`src/rtl/bidsr_pkg.sv`:
```
// Constants for the bridge identity and status register
package bidsr_pkg;

    // ----------------------------------------
    // Register map
    // ----------------------------------------
    localparam logic [7:0] IDENT_STATUS_OFFSET = 8'h84;

    // ----------------------------------------
    // Field positions
    // ----------------------------------------
    localparam int FUNC_LSB = 0;
    localparam int FUNC_MSB = 2;
    localparam int DEV_LSB = 3;
    localparam int DEV_MSB = 7;
    localparam int BUS_LSB = 8;
    localparam int BUS_MSB = 15;
    localparam int WIDE_BIT = 16;

    // ----------------------------------------
    // Address phase decode
    // ----------------------------------------
    localparam int AD_FUNC_LSB = 8;
    localparam int AD_FUNC_MSB = 10;
    localparam int AD_DEV_LSB = 11;
    localparam int AD_DEV_MSB = 15;
    localparam logic [1:0] AD_TYPE0 = 2'h0;
    localparam logic [3:0] CMD_CFG_WRITE = 4'hb;

    // ----------------------------------------
    // Reset values
    // ----------------------------------------
    localparam logic [2:0] FUNC_RESET = 3'h0;
    localparam logic [4:0] DEV_RESET = 5'h1f;
    localparam logic [7:0] BUS_RESET = 8'hff;
    localparam logic WIDE_RESET = 1'b0;

    // ----------------------------------------
    // Strap capture timing
    // ----------------------------------------
    localparam logic [1:0] SYNC_SETTLE = 2'h3;

    typedef enum logic [1:0] {
        BIDSR_SETTLE = 2'b00,
        BIDSR_SAMPLE = 2'b01,
        BIDSR_DONE = 2'b11
    } bidsr_state_type;

endpackage

```
`src/rtl/bidsr_top.sv`:
```
// Bridge identity and status register with device number and strap capture
`timescale 1ns/1ps
`default_nettype none

// How it works
// - Function field bits 2:0 holds function number from AD 10:8; resets zero.
// - Qualifying config write loads device field bits 7:3 from AD 15:11.
// - Device capture happens for any register offset the write selects.
// - Qualify: config write command, IDSEL, AD 1:0 zero, AD 10:8 matches function.
// - Device field resets to all ones until first qualifying write.
// - Bus field bits 15:8 mirrors primary bus number register; resets to ones.
// - Completer ID for internal register reads built from bus, device, function.
// - Same identity fields used when interfaces mix conventional and PCI-X modes.
// - Bit 16 shows primary 64-bit capability, only with wide bus strap high.
// - Bit 16 is zero in forward mode, or reverse with REQ64 high.
// - Reverse mode with REQ64 low and wide bus strap high, sampled once the settle count ends after reset release, sets bit 16.
module bidsr_top (
    input wire logic sys_clk_i,
    input wire logic nrst_i,
    input wire logic cfg_addr_phase_i,
    input wire logic [3:0] cfg_cmd_i,
    input wire logic idsel_i,
    input wire logic [31:0] cfg_ad_i,
    input wire logic [7:0] prim_bus_num_i,
    input wire logic reverse_mode_i,
    input wire logic wide_bus_strap_i,
    input wire logic req64_n_i,
    input wire logic reg_rd_i,
    input wire logic reg_wr_i,
    input wire logic [7:0] reg_addr_i,
    input wire logic [31:0] reg_wdata_i,
    output logic [31:0] reg_rdata_o,
    output logic reg_ack_o,
    output logic [15:0] completer_id_o,
    output logic wide_capable_o,
    output logic strap_done_o
);

    // ----------------------------------------
    // Helpers
    // ----------------------------------------
    function automatic logic targets_bridge(input logic [3:0] cmd, input logic sel,
                                            input logic [31:0] ad, input logic [2:0] func);
        targets_bridge = (cmd == bidsr_pkg::CMD_CFG_WRITE) && sel &&
                         (ad[1:0] == bidsr_pkg::AD_TYPE0) &&
                         (ad[bidsr_pkg::AD_FUNC_MSB:bidsr_pkg::AD_FUNC_LSB] == func);
    endfunction

    function automatic logic [31:0] pack_status(input logic [7:0] bus, input logic [4:0] dev,
                                                input logic [2:0] func, input logic wide);
        pack_status = {15'h0000, wide, bus, dev, func};
    endfunction

    // ----------------------------------------
    // Pin synchronisers
    // ----------------------------------------
    logic [2:0] rev_sync;
    logic [2:0] wide_sync;
    logic [2:0] req64_sync;
    logic [2:0] next_rev_sync;
    logic [2:0] next_wide_sync;
    logic [2:0] next_req64_sync;

    always_comb begin
        next_rev_sync = {rev_sync[1:0], reverse_mode_i};
        next_wide_sync = {wide_sync[1:0], wide_bus_strap_i};
        next_req64_sync = {req64_sync[1:0], req64_n_i};
    end

    always_ff @(posedge sys_clk_i or negedge nrst_i) begin
        if (!nrst_i) begin
            rev_sync <= 3'h0;
            wide_sync <= 3'h0;
            req64_sync <= 3'h7;
        end else begin
            rev_sync <= next_rev_sync;
            wide_sync <= next_wide_sync;
            req64_sync <= next_req64_sync;
        end
    end

    logic pins_agree;
    assign pins_agree = (rev_sync[1] == rev_sync[2]) && (wide_sync[1] == wide_sync[2]) &&
                        (req64_sync[1] == req64_sync[2]);

    // ----------------------------------------
    // Strap capture after reset release
    // ----------------------------------------
    bidsr_pkg::bidsr_state_type state;
    bidsr_pkg::bidsr_state_type next_state;
    logic [1:0] settle_cnt;
    logic [1:0] next_settle_cnt;
    logic wide_cap;
    logic next_wide_cap;

    always_comb begin
        next_state = state;
        next_settle_cnt = settle_cnt;
        next_wide_cap = wide_cap;
        unique case (state)
            bidsr_pkg::BIDSR_SETTLE: begin
                next_settle_cnt = settle_cnt + 2'h1;
                if (settle_cnt == bidsr_pkg::SYNC_SETTLE) begin
                    next_state = bidsr_pkg::BIDSR_SAMPLE;
                end
            end
            bidsr_pkg::BIDSR_SAMPLE: begin
                if (pins_agree) begin
                    // Reverse mode, REQ64 low and strap high give a 64-bit primary
                    next_wide_cap = rev_sync[2] && !req64_sync[2] && wide_sync[2];
                    next_state = bidsr_pkg::BIDSR_DONE;
                end
            end
            bidsr_pkg::BIDSR_DONE: begin
                next_state = bidsr_pkg::BIDSR_DONE;
            end
            default: begin
                next_state = bidsr_pkg::BIDSR_SETTLE;
            end
        endcase
    end

    always_ff @(posedge sys_clk_i or negedge nrst_i) begin
        if (!nrst_i) begin
            state <= bidsr_pkg::BIDSR_SETTLE;
            settle_cnt <= 2'h0;
            wide_cap <= bidsr_pkg::WIDE_RESET;
        end else begin
            state <= next_state;
            settle_cnt <= next_settle_cnt;
            wide_cap <= next_wide_cap;
        end
    end

    // ----------------------------------------
    // Identity fields
    // ----------------------------------------
    logic [2:0] func_num;
    logic [4:0] dev_num;
    logic [7:0] bus_num;
    logic [2:0] next_func_num;
    logic [4:0] next_dev_num;
    logic [7:0] next_bus_num;
    logic cfg_hit;

    assign cfg_hit = cfg_addr_phase_i && targets_bridge(cfg_cmd_i, idsel_i, cfg_ad_i, func_num);

    always_comb begin
        next_func_num = func_num;
        next_dev_num = dev_num;
        next_bus_num = prim_bus_num_i;
        // Offset bits play no part in the hit
        if (cfg_hit) begin
            next_dev_num = cfg_ad_i[bidsr_pkg::AD_DEV_MSB:bidsr_pkg::AD_DEV_LSB];
            next_func_num = cfg_ad_i[bidsr_pkg::AD_FUNC_MSB:bidsr_pkg::AD_FUNC_LSB];
        end
    end

    always_ff @(posedge sys_clk_i or negedge nrst_i) begin
        if (!nrst_i) begin
            func_num <= bidsr_pkg::FUNC_RESET;
            dev_num <= bidsr_pkg::DEV_RESET;
            bus_num <= bidsr_pkg::BUS_RESET;
        end else begin
            func_num <= next_func_num;
            dev_num <= next_dev_num;
            bus_num <= next_bus_num;
        end
    end

    // ----------------------------------------
    // Register port and outputs
    // ----------------------------------------
    logic [31:0] next_rdata;
    logic next_ack;
    logic [15:0] next_cid;

    always_comb begin
        next_rdata = 32'h0000_0000;
        next_ack = reg_rd_i || reg_wr_i;
        // Writes are acknowledged and dropped; every field is read-only
        if (reg_rd_i && (reg_addr_i == bidsr_pkg::IDENT_STATUS_OFFSET)) begin
            next_rdata = pack_status(bus_num, dev_num, func_num, wide_cap);
        end
        next_cid = {bus_num, dev_num, func_num};
    end

    always_ff @(posedge sys_clk_i or negedge nrst_i) begin
        if (!nrst_i) begin
            reg_rdata_o <= 32'h0000_0000;
            reg_ack_o <= 1'b0;
            completer_id_o <= {bidsr_pkg::BUS_RESET, bidsr_pkg::DEV_RESET, bidsr_pkg::FUNC_RESET};
            wide_capable_o <= bidsr_pkg::WIDE_RESET;
            strap_done_o <= 1'b0;
        end else begin
            reg_rdata_o <= next_rdata;
            reg_ack_o <= next_ack;
            completer_id_o <= next_cid;
            wide_capable_o <= wide_cap;
            strap_done_o <= (state == bidsr_pkg::BIDSR_DONE);
        end
    end
endmodule

`default_nettype wire

```
`config.mk`:
```
export PLATFORM = sky130hd
export DESIGN_NAME = bidsr_top
export DESIGN_NICKNAME = d
export VERILOG_FILES = /design/src/rtl/bidsr_pkg.sv /design/src/rtl/bidsr_top.sv
export SDC_FILE = /design/constraint.sdc
export NUM_CORES = 1
export LEC_CHECK = 0
export BUFFER_PORTS_ARGS = -buffer_cell sky130_fd_sc_hd__buf_2
export CORE_ASPECT_RATIO = 1.5
export CORE_MARGIN = 5
export CORE_UTILIZATION = 41
export CTS_CLUSTER_DIAMETER = 100
export CTS_CLUSTER_SIZE = 25
export DETAILED_ROUTE_END_ITERATION = 10
export GPL_TIMING_DRIVEN = 0
export HOLD_SLACK_MARGIN = 0.12
export PLACE_DENSITY_LB_ADDON = 0.1
export SLEW_MARGIN = 20
export SYNTH_ARGS = -nofsm -noshare
export SYNTH_HDL_FRONTEND = slang
export SYNTH_SLANG_ARGS = --single-unit
```
`constraint.sdc`:
```
create_clock -name sys_clk_i -period 1.7 [get_ports sys_clk_i]
set_input_delay 0.17 -clock sys_clk_i [delete_from_list [all_inputs] [get_ports sys_clk_i]]
set_output_delay 0.17 -clock sys_clk_i [all_outputs]
set_load 0.005 [all_outputs]
```
## Word level (Yosys, flattened, before mapping)

Index checks and enable logic that the tools add are counted.

- Input port bits: 93
- Logic and storage cells: 45
- Output and inout bits: 51
- Bits in registers: 66

- Reductions and logical operators: 15
- $add $sub $neg: 1
- Muxes and demuxes: 4
- Equality and inequality tests: 11

Operators by type and width:

| cell | count |
|---|---|
| 2-to-1 mux 17 bit | 1 |
| logical AND 1 bit | 9 |
| equality test 8 bit, second input constant | 1 |
| one-hot mux 2 bit (3 select lines) | 1 |
| equality test 2 bit, second input constant | 2 |
| equality test 4 bit, second input constant | 1 |
| zero test 2 bit | 2 |
| 2-to-1 mux 2 bit | 2 |
| inequality test 2 bit, second input constant | 2 |
| AND reduction 2 bit | 2 |
| equality test 1 bit | 3 |
| equality test 3 bit | 1 |
| adder 2 x 1 -> 2 bit, second input constant | 1 |
| equality test 2 x 1 -> 1 bit, second input constant | 1 |
| zero test 1 bit | 1 |
| logical OR 1 bit | 1 |

## Depth between registers and ports, before layout

- Depth in word-level cells: 5
- Mapped depth: 5
- Depth with buffers taken out: 4

## Worst setup path before layout

Ideal clock, no wire load.

- Path type: input to register
- Start: input cfg_cmd_i[2]
- End: register dev_num[0]
- Setup time: 82 ps
- Path slack: 192 ps
- Cell stages on the path: 4
- Data arrival time: 1,426 ps
- Required time: 1,618 ps
- Path through: nand4b_1 or4_4 nor4_4 mux2_2

- Word-level cells in the longest chain between the ends: 5

Ends and longest elaborated chain:

| item | line | text |
|---|---|---|
| start: declaration | bidsr_top.sv:21 | `input wire logic [3:0] cfg_cmd_i,` |
| equality test 4 bit | bidsr_top.sv:44 | `targets_bridge = (cmd == bidsr_pkg::CMD_CFG_WRITE) && sel &&` |
| logical AND 1 bit (2 in a row) | bidsr_top.sv:44 |  |
| logical AND 1 bit | bidsr_top.sv:45 | `(ad[1:0] == bidsr_pkg::AD_TYPE0) &&` |
| logical AND 1 bit | bidsr_top.sv:146 | `assign cfg_hit = cfg_addr_phase_i && targets_bridge(cfg_cmd_i, idsel_i, cfg_ad_i, func_num);` |
| end signal: assignment | bidsr_top.sv:162 | `dev_num <= bidsr_pkg::DEV_RESET;` |
| end signal: assignment | bidsr_top.sv:166 | `dev_num <= next_dev_num;` |
| end: declaration | bidsr_top.sv:139 | `logic [4:0] dev_num;` |

Every way passes these cells.
A chain may end at the register's enable or synchronous reset.

## Final worst setup path

- Start: register func_num[1]
- End: register dev_num[0]

- Word-level cells in the longest chain between the ends: 3

Ends and longest elaborated chain:

| item | line | text |
|---|---|---|
| start: declaration | bidsr_top.sv:138 | `logic [2:0] func_num;` |
| start signal: assignment | bidsr_top.sv:161 | `func_num <= bidsr_pkg::FUNC_RESET;` |
| start signal: assignment | bidsr_top.sv:165 | `func_num <= next_func_num;` |
| equality test 3 bit | bidsr_top.sv:46 | `(ad[bidsr_pkg::AD_FUNC_MSB:bidsr_pkg::AD_FUNC_LSB] == func);` |
| logical AND 1 bit | bidsr_top.sv:45 |  |
| logical AND 1 bit | bidsr_top.sv:146 |  |

Every way passes these cells.

==> flow_summary.toml <==
[setup_path]
cp.required_ns = 1.95
crit_family = "simple AND/OR/NAND/NOR gates"
crit_buf_inv = 0
cp-start-kind = "register"
critPathSlowestCell = "nor4_4"
worstPathMaxFanout = 5
reg2reg_depth = 3
crit_cells = 3
worstSetupPathType = "reg -> reg"
max_stage_delay_ns = 0.47
path_cells = "xor2_1 > nor4_4 > mux2_2"
crit_arrival_ns = 1.78
end_kind = "register"
r2r_slack_ns = 0.16

[global_routing]
grt_pass1_wl_um = 6730
first_global_vias = 1427
gr-total-overflow = 0
grt_util_met2_pct = 20.8
use_met1_pct = 13.7
antenna_found_initial = 0
grt-busiest-layer = "met2"
grt_start_max_net_pins = 67
grt_usage_pct = 12.7
met3_usage_pct = 6.88

[yosys]
synth_top_family_by_area = "simple AND/OR/NAND/NOR gates"
synthCells = 135
seq_area_frac_synth_pct = 76.6
synthAdderAreaFrac_pct = 0.568
syn_avg_cell_area_sq_um = 16.3
synth.top_cells.by_area = "dfrtp_1 42%, dfstp_2 35%, and2_1 5.1%, buf_4 5.1%, mux2_2 3.6%"
synth-xor-area-share_pct = 2.78
synth_cell_types = 22
synth_compound_area_share_pct = 0.682
yosysWarnings = 0
yosysTopAreaCell = "dfrtp_1"
synth.area.mux_share_pct = 3.58
yosys.area_share.simple_pct = 9.60
synth_seq_cells = 66
syn_area_sq_mm = 0.00220
yosysTopAreaCellShare_pct = 42.0

[status]
status = "complete, no violations"

[cts]
cts_buffer_depth = 2
numCtsBuffers = 9
htreeDepth = 3
clk_pin_slew_ns = 0.06
numClockSinks = 66
root_buffer = "clkbuf_8"
cts_tree = "yes"
clock_latency_ns = 0.32

[power_and_ir_drop]
power.density_mw_per_mm2 = 958
switching_share_pct = 20.5
pwr-share-clk_pct = 37.8
total_power_mw = 2.96
power_frac_seq_pct = 55.9
combPwrFrac_pct = 6.3
p_leak_nw = 1.60
ir_worst_vdd_uv = 723
p_switching_mw = 0.607
intPower_mw = 2.35

[timing]
min_period_ns = 1.54
setup_viol = 0
clock_skew_ns = 0.00630
slew-limit-headroom_pct = 48.1
drv_slew = 0
worst_slew_pin_slew_ns = 0.778
fmax_ghz = 0.651
rsz0062_at_grt = "false"
fin_crit_sh_pct = 90.3
hold_viol = 0

[floorplanning]
dieArea_sq_mm = 0.00697
core_area_sq_mm = 0.00516
die_height_um = 99.8
die_w_um = 69.8
row_count = 32
start_util_pct = 42.6
ioPinCount = 144

[drt]
detail_route.first_pass.iterations = 4
vias = 1338
wl_per_cell_um = 12.4
antenna_left = 0
drt_iter0_drc = 46
vias_per_cell = 4.10
wl_um = 4060
drcViolationCount = 0

[cells_and_area]
nNetsFinal = 347
area_growth_pct = 40.2
fin_cells = 326
antennaDiodeCount = 0
final_util_pct = 59.8
drive_above_1_share_pct = 55.0

[placed_design]
dp_cells = 291
dpl.hpwl_um = 2960
place_congestion = 0.790
port_buffers = 74

[hold_path]
min_path_type = "in -> reg"
whs_path_depth = 3

[run]
maxCapViolCount = 0
[final cells by class]
class	instances	area, sq um
Fill cell	435	2080
Clock buffer	14	163
Inverter	1	3.75
Timing Repair Buffer	93	563
Multi-Input combinational cell	63	444
Buffer	19	128
Sequential cell	66	1690
Tap cell	68	85.1
Clock inverter	2	12.5
[cells in the mapped netlist]
library cell	instances
nor4_2	1
ha_1	1
xor2_1	7
or2_2	1
nand2_1	2
nor3_1	1
nor4b_1	1
nor4_4	1
and2_1	18
buf_4	15
nor2_1	2
dfrtp_1	37
mux2_2	7
or4_4	1
dfstp_2	29
a21o_1	1
nand3_1	2
clkbuf_1	4
o21a_1	1
conb_1	1
nand4b_1	1
inv_1	1
[state kept, by name, summed over array words and instances (netlist names)]
| signal | cells |
|---|---|
| bus_num | 8 |
| settle_cnt | 2 |
| req64_sync | 3 |
| strap_done_o | 1 |
| dev_num | 5 |
| reg_ack_o | 1 |
| rev_sync | 3 |
| wide_sync | 3 |
| wide_capable_o | 1 |
| wide_cap | 1 |
| state | 2 |
| completer_id_o | 16 |
| func_num | 3 |
| reg_rdata_o | 17 |
[logic make-up (layout without fill, tap and decap cells)]
| family | count (synthesis) | count (layout) |
|---|---|---|
| AND/OR/NAND/NOR | 31 | 31 |
| flip-flops | 66 | 66 |
| AO/OA/AOI/OAI | 2 | 2 |
| XOR/XNOR | 7 | 7 |
| buffers and inverters | 20 | 129 |
| multiplexers | 7 | 7 |
| other | 1 | 15 |
| adder cells (fa/ha/maj) | 1 | 1 |
[metal layers]
layer	vias up	part of all wire (%)
met5	-	0
met4	0	0.99
met3	4	10
met2	56	54
met1	647	35
li1	631	-
[metrics by stage]
step | cell area [sq um] | setup TNS, ns | setup WS (ns) | hold WS [ns]
detailed placement | 2710 | -2.60 | -0.250 | 0.276
global placement | 2710 | -1.66 | -0.150 | 0.276
global route | 3090 | 0 | 0.0565 | 0.184
CTS | 3080 | 0 | 0.0866 | 0.186
finish | 3090 | 0 | 0.164 | 0.199
floorplan | 2250 | 0 | 0.192 | -0.126
[layout by cell type (no fill, tap or decap)]
| cell | instances |
|---|---|
| inv_1 | 1 |
| dfstp_2 | 29 |
| dlygate4sd3_1 | 19 |
| xor2_1 | 7 |
| nor4b_1 | 1 |
| clkbuf_8 | 11 |
| nor2_1 | 2 |
| clkinv_2 | 1 |
| or4_4 | 1 |
| nand3_1 | 2 |
| clkinvlp_4 | 1 |
| ha_1 | 1 |
| dfrtp_1 | 37 |
| buf_2 | 73 |
| nand4b_1 | 1 |
| nor4_4 | 2 |
| a21o_1 | 1 |
| nand2_1 | 2 |
| nor3_1 | 1 |
| buf_4 | 16 |
| and2_1 | 18 |
| o21a_1 | 1 |
| mux2_2 | 7 |
| conb_1 | 15 |
| clkbuf_1 | 7 |
| or2_2 | 1 |
[power by group through the flow]
stage          Sequential (mW)  Clock (mW)  Combinational (mW)
2_1_floorplan             1.68           0              0.0523
3_3_place_gp              1.68           0               0.143
3_5_place_dp              1.68           0               0.149
4_1_cts                   1.65        1.17               0.184
5_1_grt                   1.66        1.25               0.208
6_report                  1.65        1.12               0.185
[worst paths after layout]
kind | from | end
worst max-delay path | func_num[1] | dev_num[0]
worst min-delay path | reg_addr_i[3] | reg_rdata_o[0]
worst max register to register | func_num[1] | dev_num[0]
worst min register to register | wide_sync[0] | wide_sync[1]
max in group asynchronous | nrst_i | wide_sync[0]
min in group asynchronous | nrst_i | reg_rdata_o[0]
[timing repair]
action,in CTS,in global routing
setup endpoints to repair,0,1
resized for setup,0,1
hold buffers,19,0
setup buffers,0,0
endpoints found under the hold margin,54,0
[worst reg2reg max path, delay by kind of cell, from the launching register on]
| family | cells | cell delay, ns |
|---|---|---|
| AND/OR/NAND/NOR | 1 | 0.47 |
| flip-flops | 1 | 0.41 |
| multiplexers | 1 | 0.39 |
| XOR/XNOR | 1 | 0.20 |
Power figures use the tool's default switching activity.
